==> config.mk <==
export PLATFORM = sky130hd
export DESIGN_NAME = rper_top
export DESIGN_NICKNAME = d
export VERILOG_FILES = /design/src/rper_pkg.sv /design/src/rper_evt_if.sv /design/src/rper_irq.sv /design/src/rper_pulse.sv /design/src/rper_top.sv
export SDC_FILE = /design/constraint.sdc
export NUM_CORES = 1
export LEC_CHECK = 0
export ABC_AREA = 1
export BUFFER_PORTS_ARGS = -buffer_cell sky130_fd_sc_hd__buf_2
export CAP_MARGIN = 10
export CORE_UTILIZATION = 35
export DETAILED_ROUTE_END_ITERATION = 10
export PLACE_DENSITY = 0.55
export SLEW_MARGIN = 25
export SYNTH_ARGS = -nofsm -noshare
export SYNTH_HDL_FRONTEND = slang
export SYNTH_SLANG_ARGS = --single-unit
==> constraint.sdc <==
create_clock -name pclk -period 2.64 [get_ports pclk]
set_clock_uncertainty 0.1 [all_clocks]
set_input_delay 0.528 -clock pclk [delete_from_list [all_inputs] [get_ports pclk]]
set_output_delay 0.528 -clock pclk [all_outputs]
set_load 0.05 [all_outputs]
==> src/rper_pkg.sv <==
/*
 * constants shared by the parity error reporter: register map, field
 * positions, reset values and the array-to-bit mapping of each vector.
 * assumes a 32-bit apb slave port with byte addresses and one clock.
 */
`default_nettype none

package rper_pkg;
   // ****************************************
   // cluster shape
   // ****************************************
   localparam int MAX_CPU = 4;
   localparam int TAG_PER_CPU = 4;
   localparam int VEC_W = 8;
   localparam int EVT_W = 9;
   localparam int ADDR_W = 12;

   // ****************************************
   // bit positions inside ram_error_pulse_vector
   // ****************************************
   localparam int BIT_BTB = 7;
   localparam int BIT_GHIST = 6;
   localparam int BIT_ITAG = 5;
   localparam int BIT_IDATA = 4;
   localparam int BIT_TLB = 3;
   localparam int BIT_DOUTER = 2;
   localparam int BIT_DTAG = 1;
   localparam int BIT_DDATA = 0;
   localparam int BIT_SNOOP = 8; // status only: any snoop tag failure

   // ****************************************
   // register offsets and reset values
   // ****************************************
   localparam logic [11:0] OFF_STATUS = 12'h000;
   localparam logic [11:0] OFF_MASK = 12'h004;
   localparam logic [11:0] OFF_HIST = 12'h008;
   localparam logic [11:0] OFF_CONFIG = 12'h00c;
   localparam logic [8:0] RST_STATUS = 9'h000;
   localparam logic [8:0] RST_MASK = 9'h000;
   localparam logic [15:0] RST_COUNT = 16'h0000;

   // history register fields
   localparam int HIST_CNT_LSB = 0;
   localparam int HIST_CPU_LSB = 16;
   // config register fields
   localparam int CFG_NCPU_LSB = 0;
   localparam int CFG_PAR_BIT = 8;
endpackage : rper_pkg

`default_nettype wire

==> src/rper_evt_if.sv <==
/*
 * carrier between the reporter top and its sticky status block.
 * assumes both ends run on pclk; all fields are plain levels or strobes.
 */
`default_nettype none

interface rper_evt_if;
   logic [8:0] event_set; // one-cycle event per status bit
   logic [8:0] w1c_clr; // one-cycle clear strobes
   logic mask_we;
   logic [8:0] mask_wdata;
   logic [8:0] status;
   logic [8:0] mask;

   modport ctl (output event_set, output w1c_clr, output mask_we, output mask_wdata,
      input status, input mask);
   modport stat (input event_set, input w1c_clr, input mask_we, input mask_wdata,
      output status, output mask);
endinterface : rper_evt_if

`default_nettype wire

==> src/rper_irq.sv <==
/*
 * sticky event status, write-one-to-clear, with a mask and one level
 * interrupt. assumes strobes arrive through the stat modport on pclk.
 */
`default_nettype none

module rper_irq (
   // clock and reset
   input wire logic pclk,
   input wire logic presetn,
   // events and register access
   rper_evt_if.stat evt,
   // interrupt
   output logic irq
);
   typedef struct packed {
      logic [8:0] status;
      logic [8:0] mask;
   } rper_irq_st_t;

   rper_irq_st_t st_r;
   rper_irq_st_t st_nxt;

   // set wins over clear so an event in the clear cycle is kept
   always_comb
   begin
      st_nxt = st_r;
      st_nxt.status = (st_r.status & ~evt.w1c_clr) | evt.event_set;
      if (evt.mask_we)
         st_nxt.mask = evt.mask_wdata;
   end

   // state register
   always_ff @(posedge pclk or negedge presetn)
   begin
      if (!presetn)
      begin
         st_r.status <= rper_pkg::RST_STATUS;
         st_r.mask <= rper_pkg::RST_MASK;
      end
      else
         st_r <= st_nxt;
   end

   assign evt.status = st_r.status;
   assign evt.mask = st_r.mask;
   assign irq = |(st_r.status & st_r.mask); // mask bit 1 lets the event through
endmodule : rper_irq

`default_nettype wire

==> src/rper_pulse.sv <==
/*
 * turns raw failure detect lines into one-cycle pulses on their rising edge.
 * assumes detect lines come from logic on pclk, so no synchroniser.
 */
`default_nettype none

module rper_pulse #(
   parameter int W = 8
) (
   // clock and reset
   input wire logic pclk,
   input wire logic presetn,
   // detect in, pulse out
   input wire logic [W-1:0] det,
   output logic [W-1:0] pulse
);
   typedef struct packed {
      logic [W-1:0] prev;
      logic [W-1:0] pulse;
   } rper_pulse_st_t;

   rper_pulse_st_t st_r;
   rper_pulse_st_t st_nxt;

   // edge detect: a held detect line gives one pulse, not a level
   always_comb
   begin
      st_nxt = st_r;
      st_nxt.prev = det;
      st_nxt.pulse = det & ~st_r.prev;
   end

   // state register
   always_ff @(posedge pclk or negedge presetn)
   begin
      if (!presetn)
         st_r <= '0;
      else
         st_r <= st_nxt;
   end

   assign pulse = st_r.pulse;
endmodule : rper_pulse

`default_nettype wire

==> src/rper_top.sv <==
/*
 * parity error reporter for a processor cluster: per-processor pulse vectors
 * for the ram arrays, a per-processor snoop tag pulse, and an apb view with
 * sticky status, mask, interrupt and a failure history.
 * assumes detect inputs are produced on pclk by the array parity checkers and
 * that the collecting controller samples the pulses on every pclk edge.
 */
//
// Behaviour
// - pulse outputs exist only when parity is built in; otherwise held zero.
// - one pulse vector per processor, count set by the processor parameter.
// - each vector is eight bits; one means parity failure, zero none.
// - bits 7..4 are branch target, global history, instr tag, instr data.
// - bits 3..0 are main tlb, data outer, data tag, data data.
// - each vector bit pulses exactly one clock per detected failure.
// - one snoop tag output per processor, the or of its tag ram failures.
// - each snoop tag bit pulses for exactly one clock per rise of the or of its tag ram detects.
`default_nettype none

module rper_top #(
   parameter int NCPU = 4,
   parameter bit PARITY_EN = 1'b1
) (
   // clock and reset
   input wire logic pclk,
   input wire logic presetn,
   // apb slave
   input wire logic psel,
   input wire logic penable,
   input wire logic pwrite,
   input wire logic [11:0] paddr,
   input wire logic [31:0] pwdata,
   output logic [31:0] prdata,
   output logic pready,
   output logic pslverr,
   // raw parity detects from the arrays, one bit per processor
   input wire logic [NCPU-1:0] btb_fail_det,
   input wire logic [NCPU-1:0] global_history_fail_det,
   input wire logic [NCPU-1:0] itag_fail_det,
   input wire logic [NCPU-1:0] idata_fail_det,
   input wire logic [NCPU-1:0] tlb_fail_det,
   input wire logic [NCPU-1:0] douter_fail_det,
   input wire logic [NCPU-1:0] dtag_fail_det,
   input wire logic [NCPU-1:0] ddata_fail_det,
   // raw detects from the snoop control unit tag rams
   input wire logic [NCPU*rper_pkg::TAG_PER_CPU-1:0] snoop_tag_fail_det,
   // pulses to the system integrity controller
   output logic [NCPU-1:0][7:0] ram_error_pulse_vector,
   output logic [NCPU-1:0] snoop_tag_error_pulse,
   // interrupt
   output logic irq
);
   // ****************************************
   // state
   // ****************************************
   typedef struct packed {
      logic [31:0] prdata;
      logic pslverr;
      logic [1:0] last_cpu;
      logic [15:0] fail_cnt;
   } rper_top_st_t;

   rper_top_st_t st_r;
   rper_top_st_t st_nxt;

   logic [NCPU-1:0][7:0] raw_vec;
   logic [NCPU-1:0] snoop_raw;
   logic [NCPU-1:0][7:0] vec_pulse;
   logic [NCPU-1:0] snoop_pulse;
   logic [8:0] evt_any;
   logic setup_ph;
   logic wr_acc;
   logic hit;

   rper_evt_if evt ();

   // ****************************************
   // array mapping and per-processor pulse shaping
   // ****************************************
   genvar c;
   generate
      for (c = 0; c < NCPU; c++)
      begin : g_cpu
         // fixed array-to-bit order of each vector
         assign raw_vec[c][rper_pkg::BIT_BTB] = btb_fail_det[c];
         assign raw_vec[c][rper_pkg::BIT_GHIST] = global_history_fail_det[c];
         assign raw_vec[c][rper_pkg::BIT_ITAG] = itag_fail_det[c];
         assign raw_vec[c][rper_pkg::BIT_IDATA] = idata_fail_det[c];
         assign raw_vec[c][rper_pkg::BIT_TLB] = tlb_fail_det[c];
         assign raw_vec[c][rper_pkg::BIT_DOUTER] = douter_fail_det[c];
         assign raw_vec[c][rper_pkg::BIT_DTAG] = dtag_fail_det[c];
         assign raw_vec[c][rper_pkg::BIT_DDATA] = ddata_fail_det[c];
         // all tag rams of one processor fold into one line
         assign snoop_raw[c] = |snoop_tag_fail_det[c*rper_pkg::TAG_PER_CPU +: rper_pkg::TAG_PER_CPU];

         if (PARITY_EN)
         begin : g_par
            // one shaper per processor keeps the vectors independent
            rper_pulse #(.W(9)) u_pulse (
               .pclk(pclk),
               .presetn(presetn),
               .det({snoop_raw[c], raw_vec[c]}),
               .pulse({snoop_pulse[c], vec_pulse[c]})
            );
         end
         else
         begin : g_nopar
            // no parity build: nothing is reported
            assign vec_pulse[c] = 8'h00;
            assign snoop_pulse[c] = 1'b0;
         end

         // ------------------------------------
         // checks per processor
         // ------------------------------------
         chk_vec_one_cycle: assert property (@(posedge pclk) disable iff (!presetn)
            (ram_error_pulse_vector[c] != 8'h00) |=> ((ram_error_pulse_vector[c] & $past(ram_error_pulse_vector[c])) == 8'h00))
            else $error("ram error pulse held longer than one cycle");
         chk_snoop_one_cycle: assert property (@(posedge pclk) disable iff (!presetn)
            snoop_tag_error_pulse[c] |=> !snoop_tag_error_pulse[c])
            else $error("snoop tag pulse held longer than one cycle");
         chk_snoop_or_tags: assert property (@(posedge pclk) disable iff (!presetn)
            (PARITY_EN && !$past(snoop_raw[c]) && (snoop_tag_fail_det[c*rper_pkg::TAG_PER_CPU +: rper_pkg::TAG_PER_CPU] != '0))
            |=> snoop_tag_error_pulse[c])
            else $error("snoop tag failure not reported on its processor");
         chk_upper_map: assert property (@(posedge pclk) disable iff (!presetn)
            (PARITY_EN && $rose(btb_fail_det[c]) && !global_history_fail_det[c])
            |=> ram_error_pulse_vector[c][7] && !ram_error_pulse_vector[c][6])
            else $error("branch target failure not on bit 7");
         chk_lower_map: assert property (@(posedge pclk) disable iff (!presetn)
            (PARITY_EN && $rose(ddata_fail_det[c]) && !tlb_fail_det[c])
            |=> ram_error_pulse_vector[c][0] && !ram_error_pulse_vector[c][3])
            else $error("data data failure not on bit 0");
         chk_no_fail_quiet: assert property (@(posedge pclk) disable iff (!presetn)
            (raw_vec[c] == 8'h00) |=> (ram_error_pulse_vector[c] == 8'h00))
            else $error("pulse without a parity failure");
         chk_vec_per_cpu: assert property (@(posedge pclk) disable iff (!presetn)
            (PARITY_EN && $past(presetn)) |->
            (ram_error_pulse_vector[c] == ($past(raw_vec[c]) & ~$past(raw_vec[c], 2))))
            else $error("processor vector does not follow its own arrays");
         chk_no_parity_zero: assert property (@(posedge pclk) disable iff (!presetn)
            !PARITY_EN |-> ##2 (ram_error_pulse_vector[c] == 8'h00) && !snoop_tag_error_pulse[c])
            else $error("outputs active in a build without parity");
      end
   endgenerate

   // outputs come straight from the shaper flops
   assign ram_error_pulse_vector = vec_pulse;
   assign snoop_tag_error_pulse = snoop_pulse;

   // ****************************************
   // summary events for the status register
   // ****************************************
   always_comb
   begin
      evt_any = 9'h000;
      for (int i = 0; i < NCPU; i++)
      begin
         evt_any[7:0] = evt_any[7:0] | vec_pulse[i];
         evt_any[rper_pkg::BIT_SNOOP] = evt_any[rper_pkg::BIT_SNOOP] | snoop_pulse[i];
      end
   end

   // ****************************************
   // apb decode
   // ****************************************
   // zero wait states: data is fetched in the setup cycle
   assign setup_ph = psel && !penable;
   assign wr_acc = psel && penable && pwrite;
   assign hit = (paddr == rper_pkg::OFF_STATUS) || (paddr == rper_pkg::OFF_MASK) ||
      (paddr == rper_pkg::OFF_HIST) || (paddr == rper_pkg::OFF_CONFIG);

   // strobes to the sticky block
   assign evt.event_set = evt_any;
   assign evt.w1c_clr = (wr_acc && paddr == rper_pkg::OFF_STATUS) ? pwdata[8:0] : 9'h000;
   assign evt.mask_we = wr_acc && (paddr == rper_pkg::OFF_MASK);
   assign evt.mask_wdata = pwdata[8:0];

   // ****************************************
   // read data, error flag and failure history
   // ****************************************
   always_comb
   begin
      st_nxt = st_r;
      // history: count cycles with any failure, saturating so it never wraps
      if ((evt_any != 9'h000) && (st_r.fail_cnt != 16'hffff))
         st_nxt.fail_cnt = st_r.fail_cnt + 16'h0001;
      // highest numbered processor that failed this cycle
      for (int i = 0; i < NCPU; i++)
      begin
         if ((vec_pulse[i] != 8'h00) || snoop_pulse[i])
            st_nxt.last_cpu = 2'(i);
      end
      // writing the history register clears the counter
      if (wr_acc && paddr == rper_pkg::OFF_HIST)
         st_nxt.fail_cnt = rper_pkg::RST_COUNT;
      if (setup_ph)
      begin
         st_nxt.prdata = 32'h0000_0000;
         st_nxt.pslverr = !hit;
         if (!pwrite)
         begin
            unique case (1'b1)
               paddr == rper_pkg::OFF_STATUS:
                  st_nxt.prdata[8:0] = evt.status;
               paddr == rper_pkg::OFF_MASK:
                  st_nxt.prdata[8:0] = evt.mask;
               paddr == rper_pkg::OFF_HIST:
               begin
                  st_nxt.prdata[rper_pkg::HIST_CNT_LSB +: 16] = st_r.fail_cnt;
                  st_nxt.prdata[rper_pkg::HIST_CPU_LSB +: 2] = st_r.last_cpu;
               end
               paddr == rper_pkg::OFF_CONFIG:
               begin
                  st_nxt.prdata[rper_pkg::CFG_NCPU_LSB +: 3] = 3'(NCPU);
                  st_nxt.prdata[rper_pkg::CFG_PAR_BIT] = PARITY_EN;
               end
               default:
                  st_nxt.prdata = 32'h0000_0000;
            endcase
         end
      end
   end

   // state register
   always_ff @(posedge pclk or negedge presetn)
   begin
      if (!presetn)
      begin
         st_r.prdata <= 32'h0000_0000;
         st_r.pslverr <= 1'b0;
         st_r.last_cpu <= 2'h0;
         st_r.fail_cnt <= rper_pkg::RST_COUNT;
      end
      else
         st_r <= st_nxt;
   end

   assign prdata = st_r.prdata;
   assign pslverr = st_r.pslverr && psel && penable;
   assign pready = 1'b1;

   // ****************************************
   // bus and status checks
   // ****************************************
   // an event landing in a clear cycle must still be seen by software
   chk_status_set_wins: assert property (@(posedge pclk) disable iff (!presetn)
      (evt.event_set != 9'h000) |=> ((evt.status & $past(evt.event_set)) == $past(evt.event_set)))
      else $error("status event lost");
   // write one to clear, with no new event in the same cycle
   chk_w1c_clears: assert property (@(posedge pclk) disable iff (!presetn)
      (wr_acc && (paddr == rper_pkg::OFF_STATUS) && (evt.event_set == 9'h000))
      |=> ((evt.status & $past(pwdata[8:0])) == 9'h000))
      else $error("status bit not cleared by a one");
   // mask takes the written word one cycle later
   chk_mask_write: assert property (@(posedge pclk) disable iff (!presetn)
      evt.mask_we |=> (evt.mask == $past(evt.mask_wdata)))
      else $error("mask write not taken");
   // an enabled event raises the interrupt on the next cycle
   chk_irq_follows: assert property (@(posedge pclk) disable iff (!presetn)
      (((evt.event_set & evt.mask) != 9'h000) && !evt.mask_we) |=> irq)
      else $error("enabled event did not raise the interrupt");
   // unmapped offsets answer with an error, mapped ones never
   chk_slverr_unmapped: assert property (@(posedge pclk) disable iff (!presetn)
      (psel && penable && !hit) |-> pslverr)
      else $error("unmapped access without error");
   chk_mapped_no_err: assert property (@(posedge pclk) disable iff (!presetn)
      (psel && penable && hit) |-> !pslverr)
      else $error("mapped access flagged as error");
   // read data must not move once the access phase has been taken
   chk_rdata_held: assert property (@(posedge pclk) disable iff (!presetn)
      (psel && penable) |=> $stable(prdata))
      else $error("read data changed after the access phase");
   // any write to the history register restarts the count
   chk_hist_clear: assert property (@(posedge pclk) disable iff (!presetn)
      (wr_acc && (paddr == rper_pkg::OFF_HIST)) |=> (st_r.fail_cnt == rper_pkg::RST_COUNT))
      else $error("history count not cleared");
   // one step per failing cycle, however many bits pulse in it
   chk_cnt_step: assert property (@(posedge pclk) disable iff (!presetn)
      ((evt_any != 9'h000) && (st_r.fail_cnt != 16'hffff) && !(wr_acc && (paddr == rper_pkg::OFF_HIST)))
      |=> (st_r.fail_cnt == ($past(st_r.fail_cnt) + 16'h0001)))
      else $error("history count did not step once");
   // snoop tag pulses show up in the summary bit
   chk_snoop_status: assert property (@(posedge pclk) disable iff (!presetn)
      (|snoop_tag_error_pulse) |=> evt.status[rper_pkg::BIT_SNOOP])
      else $error("snoop tag pulse missing from status");
   // a build without parity never records a failure
   chk_no_parity_status: assert property (@(posedge pclk) disable iff (!presetn)
      !PARITY_EN |-> (evt.status == rper_pkg::RST_STATUS))
      else $error("status set in a build without parity");

   // ****************************************
   // sticky status, mask and interrupt
   // ****************************************
   rper_irq u_irq (
      .pclk(pclk),
      .presetn(presetn),
      .evt(evt),
      .irq(irq)
   );
endmodule : rper_top

`default_nettype wire
==> results of run 1 <==
## routing by layer
layer	wire length [µm]	vias to the layer above	GRT usage (%)
met4	113	2	5.11
met2	5970	143	24.0
met1	6300	2051	21.3
met3	970	10	6.44
li1	-	2245	-
met5	13	-	0
## cell type report
cell class / instances / area share [%]
Inverter: 53 / 2.86
Timing Repair Buffer: 135 / 10.3
Sequential cell: 127 / 45.7
Clock buffer: 18 / 6.32
Clock inverter: 14 / 1.53
Antenna cell: 1 / 0.0360
Tap cell: 220 / 3.96
Multi-Input combinational cell: 424 / 29.3
## worst register-to-register path: cells and delay by family, from the launching register on
family,cells,cell delay (ns)
and+or+nand+nor,5,1.09
adders and majority gates,1,0.29
DFF,1,0.42
## logic make-up after synthesis
| kind of cell | Yosys count |
|---|---|
| compound gates | 29 |
| fa+ha+maj | 1 |
| simple gates | 372 |
| buf+inv | 133 |
| flops | 127 |
| xor+xnor | 7 |
| other cells | 2 |
## path summary, 6_finish.rpt
path,start,endpoint,slack (ns),depth (start not counted)
worst max-delay path,u_irq.evt.status[3]$_DFF_PN0_,irq,0.44,5
worst min-delay path,presetn,g_cpu[0].g_par.u_pulse.pulse[4]$_DFF_PN0_,0.04,1
worst max register to register,st_r[0]$_DFFE_PN0P_,st_r[4]$_DFFE_PN0P_,0.63,6
worst min register to register,g_cpu[2].g_par.u_pulse.st_r[10]$_DFF_PN0_,g_cpu[2].g_par.u_pulse.pulse[1]$_DFF_PN0_,0.29,1
max in group asynchronous,presetn,g_cpu[2].g_par.u_pulse.st_r[9]$_DFF_PN0_,1.72,2
min in group pclk,douter_fail_det[1],g_cpu[1].g_par.u_pulse.st_r[11]$_DFF_PN0_,0.12,1
## power breakdown
part / leakage [nW] / switching [mW] / internal (mW)
clock network: 0.260 / 0.934 / 1.24
logic: 1.77 / 0.367 / 0.171
registers: 1.57 / 0.111 / 2.05
## metrics by stage
| stage | worst slack [ns] | total power, mW | utilization [%] | cells | instance area, µm² |
|---|---|---|---|---|---|
| 6_report | 0.436 | 4.87 | 41.9 | 992 | 6950 |
| 5_1_grt | 0.353 | 5.08 | 41.9 | 991 | 6950 |
| 4_1_cts | 0.405 | 4.93 | 41.9 | 991 | 6950 |
| 3_5_place_dp | 0.512 | 2.74 | 38.6 | 959 | 6410 |
| 3_3_place_gp | 0.531 | 2.73 | 38.6 | 959 | 6410 |
| 2_1_floorplan | 0.785 | 2.58 | - | 684 | 6010 |
## state kept, by name, summed over array words and instances, names as in the netlist
register,count
g_cpu.g_par.u_pulse.st_r,36
st_r,19
u_irq.evt.status,9
u_irq.evt.mask,9
prdata,18
g_cpu.g_par.u_pulse.pulse,36
## placed cells by master, fill, tap and decap left out, drive strengths merged, types with 5 or more instances in the layout
cell / netlist / layout
nand2: 160 / 160
o21ai: 15 / 15
nand3: 65 / 65
nor3: 9 / 9
inv: 52 / 58
nand4: 26 / 26
o31ai: 7 / 7
clkinv: 1 / 5
buf: 79 / 135
nor2: 99 / 99
clkbuf: 1 / 18
conb: 2 / 15
dfrtp: 127 / 127
==> key figures, run 1 <==
Synth
  – Count leader, synth: nand2_1
  – Synth Area in Simple Gates: around 29%
  – Synth warnings: 0
  – Main flop type after synthesis: dfrtp_1
  – Yosys top cell area share: 53.3%
  – Ys async rst share: between 90% and 100%
  – Register area share after synthesis: 53.3%
  – Synth Area in Compound Gates: 3.36%
  – Mux cell area share after synthesis: 0%
  – Synth cell types: 41
  – Post-synthesis sequential element count: roughly 130
  – Adder-Cell Fraction of Synth Area: 0.210%
  – Commonest cells post-synth: 155 x nand2_1, 127 x dfrtp_1, 91 x nor2_1
  – Post-Synthesis Cells: roughly 670
  – Largest family of logic cells by synthesized area: simple AND/OR/NAND/NOR gates
  – XOR/XNOR Fraction of Synth Area: around 1%
  – Synth area leaders: dfrtp_1 53%, nand2_1 9.8%, buf_4 8.7%, nor2_1 5.7%, nand3_1 5.3%
  – Synth area leader: dfrtp_1
  – Avg Inst Size Synth: around 8.9 µm²
  – Number of flops mapped to enable cells by yosys: 0
  – Cell area after synthesis: 5960 µm²

Final layout
  – Layout cells sized above 1: about 25%
  – Filler instances: roughly 1700
  – Footprint of the multi-input gates: between 2000 and 2500 µm²
  – Nets: about 860
  – Area growth, synth to finish: 16.6%
  – Reg area: 3180 µm²

CTS
  – Post-cts sizing count: 0
  – Cts hold-fix bufs: 0
  – Inserted Clock Buffers: 17
  – CTS root buf: clkbuf_16
  – Post-CTS setup buffers: 0
  – Clock-pin slew on the worst setup and hold paths: about 0.060 ns
  – Clock latency on the worst-skew pair: ~0.42 ns
  – CTS tree: yes
  – TritonCTS sink count: around 130
  – Clk buf depth: 2
  – H-tree depth: 4

Timing
  – Final hold slack: 0.0421 ns
  – Final TNS setup: 0 ns
  – Max_slew headroom: roughly 55%
  – RSZ-0062 raised after global routing: no
  – Max frequency: 0.454 GHz
  – Worst Tran Pin Value: a little under 0.7 ns
  – Fin. Hold Viols: 0
  – Final setup violation count: 0
  – Period minus WS final: around 2.2 ns
  – Period utilization: 83.5%
  – Slew Limit Fails: 0

Worst setup path
  – Crit-path max FO: 3
  – Worst-path cell chain: nand2_1 > nand2_1 > a221oi_1 > nand4_1 > buf_2
  – Largest stage delay, worst path: roughly 0.4 ns
  – CP top delay family: flip-flops
  – Worst EP arrival: between 1.5 and 2 ns
  – CP startpoint kind: register
  – Critical path buffers and inverters: 1
  – Req. time, crit path: around 2 ns
  – Most used cell, CP: nand2_1
  – Crit Path Category: reg -> out
  – CP Capture Type: output port
  – Slowest stage cell, crit path: dfrtp_1

Power
  – Maximum VDD drop: approximately 0.00042 V
  – Power per cell area: approximately 700 nW/µm²
  – Leakage: 3.60 nW

Run status
  – Status: finished clean

Global routing
  – Initial antenna violation count: 4
  – Global-route wire length before repair: between 20000 and 25000 µm
  – Vias in the first global route: 4267
  – Largest net degree at the start of global routing: 50
  – GRT Overall Usage: around 16%
  – Gr ovfl total: 0

Placement
  – Port Buffer Count: ~130
  – GPL Wtd Cong: between 0.7 and 0.8
  – Detailed placement HPWL: roughly 10000 µm

Drt
  – Routed WL: 13400 µm
  – Final ANT Viol Nets: 0
  – DR DRC count: 0
  – Via/cell ratio: 4.49
  – Count of TritonRoute iterations in the first routing pass: 5
  – Via count: about 4500
  – Drt wl/cell: ~13 µm
  – Initial DRC count: between 200 and 300

Hold path
  – Hold Path Class: in -> async

Die
  – Initial Util: 36.0%
  – Top Ports: ~170
  – Core Region: between 15000 and 20000 µm²
  – Die Span X: ~130 µm
  – Rows: 47
  – Die footprint: around 18000 µm²
  – Die Ht: approximately 130 µm

Job
  – Max Cap Viol: 0
Power figures use the tool's default switching activity.
==> inputs of run 2 (changes only) <==
--- a/config.mk
+++ b/config.mk
@@ -10,7 +10,7 @@
 export CAP_MARGIN = 10
 export CORE_UTILIZATION = 35
 export DETAILED_ROUTE_END_ITERATION = 10
-export PLACE_DENSITY = 0.55
+export PLACE_DENSITY = 0.58
 export SLEW_MARGIN = 25
 export SYNTH_ARGS = -nofsm -noshare
 export SYNTH_HDL_FRONTEND = slang
==> constraint.sdc (replaced) <==
create_clock -name pclk -period 1.8 [get_ports pclk]
set_clock_uncertainty 0.1 [all_clocks]
set_input_delay 0.36 -clock pclk [delete_from_list [all_inputs] [get_ports pclk]]
set_output_delay 0.36 -clock pclk [all_outputs]
set_load 0.05 [all_outputs]
==> run 2 against run 1 <==
The run now ends with negative setup slack left; register-to-register slack worse by 0.49 ns; routed wire length is 4.0% higher; sequential share of layout area is 3.5 points lower; setup slack worse by 0.61 ns; largest power group unchanged; sequential power is 47% higher; sequential cell count stayed put; total power is 52% higher; die area stayed put; combinational power is 64% higher; utilization is 3.5 points higher; critical path depth is 1 lower; highest routed layer unchanged; global-route usage is 0.83 points higher.
==> key figures, run 2 (synthesis results as in run 1) <==
Drt
  – DR WL met3: between 1000 and 1500 µm
  – Routed WL: 13900 µm
  – Final ANT Viol Nets: 0
  – Count of TritonRoute iterations in the first routing pass: 4
  – Drt wl/cell: approximately 13 µm
  – Via/cell ratio: between 4 and 5
  – WL met1: 6310 µm
  – WL met2: 6330 µm
  – Initial DRC count: about 230
  – Via count: approximately 4700
  – DR DRC count: 0
  – Max layer used: met5

Worst setup path
  – R2R setup slack: about 0.14 ns
  – Worst EP arrival: between 1.5 and 2 ns
  – CP Capture Type: output port
  – Crit Path Category: reg -> out
  – R2r worst-path depth: 8
  – Reg2reg end: st_r[14]$_DFFE_PN0P_
  – Req. time, crit path: roughly 1.3 ns
  – Critical R2R Launch: st_r[5]$_DFFE_PN0P_
  – CP startpoint kind: register
  – Crit-path max FO: 2

Hold path
  – Worst hold endpoint: g_cpu[2].g_par.u_pulse.st_r[17]$_DFF_PN0_
  – Hold wc startpoint: snoop_tag_fail_det[10]
  – Hold Path Class: in -> reg
  – Min-Delay Path Depth: 2

Final layout
  – Footprint of the multi-input gates: 2060 µm²
  – Nets: between 900 and 1000
  – Filler instances: between 1500 and 2000
  – Reg area: roughly 3200 µm²
  – Most common cell after layout, fill and taps aside: nand2_1
  – Most frequent cells in the layout: 155 x nand2_1, 127 x dfrtp_1, 127 x buf_2
  – Fin cells: between 1000 and 1500
  – Layout cells sized above 1: 26.8%
  – Area growth, synth to finish: 26.3%

Die
  – Core Region: approximately 17000 µm²
  – Top Ports: 168
  – Die footprint: between 15000 and 20000 µm²
  – Rows: 47
  – Die Ht: 133 µm
  – Initial Util: a little over a third
  – Die Span X: ~130 µm

Placement
  – GPL Wtd Cong: 0.814
  – Post-Place Cells: ~980
  – Detailed placement HPWL: 10100 µm
  – Port Buffer Count: around 130
  – Pre-CTS setup slack: about 0.027 ns

Global routing
  – GRT Overall Usage: between 10% and 20%
  – Initial antenna violation count: 3
  – Largest net degree at the start of global routing: between 70 and 80
  – Gr ovfl total: 0
  – Global-route wire length before repair: 23100 µm
  – Vias in the first global route: 4615

Run status
  – Status: finished with violations
  – Violated checks: negative setup slack

Timing
  – Period minus WS final: 1.98 ns
  – Final hold slack: ~0.049 ns
  – Final setup violation count: 1
  – Period utilization: 110%
  – Fin. Hold Viols: 0
  – Final worst-path setup slack: -0.177 ns
  – Max frequency: ~0.5 GHz
  – RSZ-0062 raised after global routing: yes
  – Slew Limit Fails: 0

CTS
  – Clock-pin slew on the worst setup and hold paths: ~0.060 ns
  – CTS tree: yes
  – Inserted Clock Buffers: 17
  – Clock latency on the worst-skew pair: approximately 0.42 ns
  – TritonCTS sink count: about 130
  – H-tree depth: 4
  – Clk buf depth: 2
  – CTS root buf: clkbuf_16

Power
  – Overall power: around 7.4 mW
  – Leakage: approximately 4 nW
  – Power per cell area: slightly below 1000 nW/µm²
  – Maximum VDD drop: between 0.0006 and 0.0007 V

Job
  – Max Cap Viol: 0
-- run 2: changes by cell type in the layout (fill, tap and decap cells not counted), moves of 2 or more --
cell,delta
nor2_2,+2
buf_4,+21
inv_6,-4
dlygate4sd3_1,+33
clkinv_4,+2
buf_12,+2
bufinv_16,+2
nor2_1,-2
-- run 2: area by class of cell --
| class | count | area share, % |
|---|---|---|
| diodes | 1 | 0.0332 |
| clock buffers | 17 | 5.65 |
| clock inverters | 13 | 1.88 |
| inverters | 53 | 2.64 |
| multi-input cells | 424 | 27.3 |
| flip-flops and latches | 127 | 42.2 |
| well taps | 220 | 3.66 |
| repair buffers | 191 | 16.6 |
-- run 2: metrics by stage --
step | setup TNS [ns] | area, µm² | util (%)
final | -0.177 | 7530 | 45.4
after detailed placement | 0 | 6550 | 39.5
after global placement | 0 | 6550 | 39.5
after floorplan | 0 | 6010 | -
after global routing | -0.216 | 7530 | 45.4
after CTS | -0.195 | 7500 | 45.2
-- run 2: what timing repair did --
| action | 4_1_cts | 5_1_grt |
|---|---|---|
| setup endpoints to repair | 1 | 17 |
| buffers inserted | 4 | 1 |
| gates resized for setup | 4 | 3 |
| pin swaps | 2 | 2 |
| endpoints found under the hold margin | 159 | 0 |
| hold buffers | 33 | 0 |
-- run 2: critical path, cell delays in order, from the launching register on --
cell,delay [ns]
dfrtp_1,0.39
a22o_1,0.24
a21oi_2,0.11
nand4_1,0.16
buf_6,0.20
-- run 2: how the worst max path moves through the flow --
stage | start | end | slack, ns | cells past startpoint
5_1_grt | u_irq.evt.mask[1]$_DFFE_PN0P_ | irq | -0.22 | 4
3_3_place_gp | g_cpu[1].g_par.u_pulse.pulse[5]$_DFF_PN0_ | st_r[6]$_DFFE_PN0P_ | 0.05 | 8
4_1_cts | u_irq.evt.status[1]$_DFF_PN0_ | irq | -0.19 | 4
2_1_floorplan | u_irq.evt.mask[1]$_DFFE_PN0P_ | irq | 0.16 | 3
3_5_place_dp | g_cpu[1].g_par.u_pulse.pulse[5]$_DFF_PN0_ | st_r[6]$_DFFE_PN0P_ | 0.03 | 8
6_report | u_irq.evt.status[1]$_DFF_PN0_ | irq | -0.18 | 4
-- run 2: layer usage --
layer | vias up | track usage, %
met2 | 139 | 26.5
met5 | - | 0
met4 | 2 | 6.26
li1 | 2362 | -
met3 | 20 | 5.75
met1 | 2142 | 21.6
-- run 2: where the power goes --
group / total (mW) / switching (mW) / internal [mW] / leakage [nW]
clock network: 3.34 / 1.31 / 2.03 / 0.271
logic: 0.883 / 0.558 / 0.324 / 2.05
registers: 3.17 / 0.164 / 3.00 / 1.57
==> inputs of run 3 (changes only) <==
--- a/config.mk
+++ b/config.mk
@@ -10,7 +10,7 @@
 export CAP_MARGIN = 10
 export CORE_UTILIZATION = 35
 export DETAILED_ROUTE_END_ITERATION = 10
-export PLACE_DENSITY = 0.58
+export PLACE_DENSITY_LB_ADDON = 0.1
 export SLEW_MARGIN = 25
 export SYNTH_ARGS = -nofsm -noshare
 export SYNTH_HDL_FRONTEND = slang
==> constraint.sdc (replaced) <==
create_clock -name pclk -period 2 [get_ports pclk]
set_clock_uncertainty 0.1 [all_clocks]
set_input_delay 0.4 -clock pclk [delete_from_list [all_inputs] [get_ports pclk]]
set_output_delay 0.4 -clock pclk [all_outputs]
set_load 0.005 [all_outputs]
==> run 3 against run 2 <==
The run now ends clean; total power fell by 12%; worst hold slack worse by 0.036 ns; routed wire length increased by 0.67%; sequential power is 10% lower; non-clock buffer count shrank 12; first-iteration DRC count down 4.3%; clock-buffer cell count grew 4; sequential cell count unchanged; via count decreased by 0.84%.
==> key figures, run 3 (synthesis results as in run 1) <==
Run status
  – Status: finished clean

Timing
  – Max frequency: ~0.52 GHz
  – RSZ-0062 raised after global routing: yes
  – Period minus WS final: 1.92 ns
  – Slew Limit Fails: 0
  – Period utilization: slightly below 100%
  – Final TNS setup: 0 ns
  – Final hold slack: ~0.013 ns
  – Final setup violation count: 0
  – Fin. Hold Viols: 0

Drt
  – DR DRC count: 0
  – Via/cell ratio: 4.47
  – Routed WL: 14000 µm
  – Initial DRC count: ~220
  – Drt wl/cell: 13.5 µm
  – Final ANT Viol Nets: 0
  – Via count: approximately 4600
  – Count of TritonRoute iterations in the first routing pass: 4

Worst setup path
  – Worst EP arrival: 1.42 ns
  – CP startpoint kind: register
  – CP Capture Type: output port
  – Slowest stage cell, crit path: dfrtp_1
  – Worst-path cell chain: a22o_1 > a21oi_2 > nand4_1 > buf_2
  – R2r worst-path depth: 7
  – Largest stage delay, worst path: 0.40 ns
  – Crit Path Category: reg -> out
  – Req. time, crit path: around 1.5 ns
  – Crit-path max FO: 3

Final layout
  – Most common cell after layout, fill and taps aside: nand2_1
  – Nets: 900
  – Final Util: about 45%
  – Most frequent cells in the layout: 155 x nand2_1, 128 x buf_2, 127 x dfrtp_1
  – Layout cells sized above 1: between 20% and 30%
  – Area growth, synth to finish: 24.5%

Die
  – Die footprint: 17600 µm²
  – Die Span X: ~130 µm
  – Initial Util: between 30% and 40%
  – Core Region: around 17000 µm²
  – Top Ports: between 150 and 200
  – Die Ht: roughly 130 µm
  – Rows: between 40 and 50

CTS
  – Clock-pin slew on the worst setup and hold paths: 0.06 ns
  – TritonCTS sink count: 127
  – Inserted Clock Buffers: 17
  – Clk buf depth: 2
  – H-tree depth: 4
  – Clock latency on the worst-skew pair: 0.42 ns
  – CTS root buf: clkbuf_16
  – CTS tree: yes

Job
  – Max Cap Viol: 0

Hold path
  – Min-Delay Path Depth: 1
  – Hold Path Class: in -> reg

Power
  – Maximum VDD drop: 0.000565 V
  – Leakage: 3.83 nW
  – Power per cell area: between 800 and 900 nW/µm²

Placement
  – Detailed placement HPWL: 10600 µm
  – GPL Wtd Cong: 0.823
  – Port Buffer Count: approximately 130

Global routing
  – Met1 Use GR: between 20% and 30%
  – Met2 GRT Util: 26.5%
  – M3 GR Usage: under 10%
  – Initial antenna violation count: 1
  – Gr ovfl total: 0
  – Largest net degree at the start of global routing: 46
  – GRT Overall Usage: about 17%
  – Global-route wire length before repair: between 20000 and 25000 µm
  – Most used routing layer: met2
  – Vias in the first global route: about 4600
## run 3: changes by cell type in the layout (fill, tap and decap cells not counted)
cell           change
clkinv_2           -3
dlygate4sd3_1      -1
nor2_1             +2
a221oi_2           -1
nor2_2             -2
clkbuf_8           +1
a221oi_1           +1
buf_4             -10
clkinvlp_4         +1
buf_6              -1
clkbuf_1           +3
buf_2              +1
buf_12             -1
## run 3: through the flow
stage | setup WS [ns] | cells | cell area (µm²) | power [mW]
global route | -0.0299 | 1035 | 7420 | 6.77
global placement | 0.132 | 971 | 6510 | 3.44
floorplan | 0.385 | 684 | 6010 | 3.21
finish | 0.0790 | 1036 | 7420 | 6.47
CTS | 0.0497 | 1035 | 7410 | 6.56
detailed placement | 0.109 | 971 | 6510 | 3.45
## run 3: per-layer routing
| layer | vias to the layer above | routed length [µm] | share of wire, % |
|---|---|---|---|
| li1 | 2337 | - | - |
| met1 | 2164 | 6590 | 47 |
| met2 | 111 | 6360 | 45 |
| met3 | 14 | 848 | 6.1 |
| met4 | 0 | 210 | 1.5 |
| met5 | - | 0 | 0 |
## run 3: timing repair
action,CTS,global route
gates resized for setup,0,2
endpoints found under the setup margin,0,11
endpoints found under the hold margin,57,0
hold buffers,32,0
setup buffers,0,0
## run 3: worst paths after layout
| kind | from | slack [ns] | to |
|---|---|---|---|
| max | u_irq.evt.status[1]$_DFF_PN0_ | 0.08 | irq |
| min in group asynchronous | presetn | 0.38 | g_cpu[2].g_par.u_pulse.pulse[1]$_DFF_PN0_ |
| max reg2reg | g_cpu[1].g_par.u_pulse.pulse[7]$_DFF_PN0_ | 0.19 | st_r[4]$_DFFE_PN0P_ |
| min | dtag_fail_det[0] | 0.01 | g_cpu[0].g_par.u_pulse.st_r[10]$_DFF_PN0_ |
| max in group asynchronous | presetn | 0.83 | g_cpu[2].g_par.u_pulse.st_r[14]$_DFF_PN0_ |
| min reg2reg | g_cpu[1].g_par.u_pulse.st_r[10]$_DFF_PN0_ | 0.29 | g_cpu[1].g_par.u_pulse.pulse[1]$_DFF_PN0_ |
## run 3: worst max-delay path, delay by kind of cell, from the launching register on
family                 cells  cell delay (ns)
buffers and inverters      1             0.16
AO/OA/AOI/OAI              2             0.36
flip-flops                 1             0.40
AND/OR/NAND/NOR            1             0.09
## run 3: final cells by class
cell class,count,area (µm²)
Inverter,53,199
Clock buffer,21,450
Clock inverter,11,134
Antenna cell,1,2.50
Sequential cell,127,3180
Multi-Input combinational cell,424,2040
Fill cell,1658,9160
Tap cell,220,275
Timing Repair Buffer,179,1140
## run 3: power by group
group          internal [mW]  total (mW)  leakage (nW)  switching, mW
clock network           1.88        3.03         0.271           1.15
logic                  0.279       0.597          1.98          0.318
registers               2.70        2.85          1.57          0.143
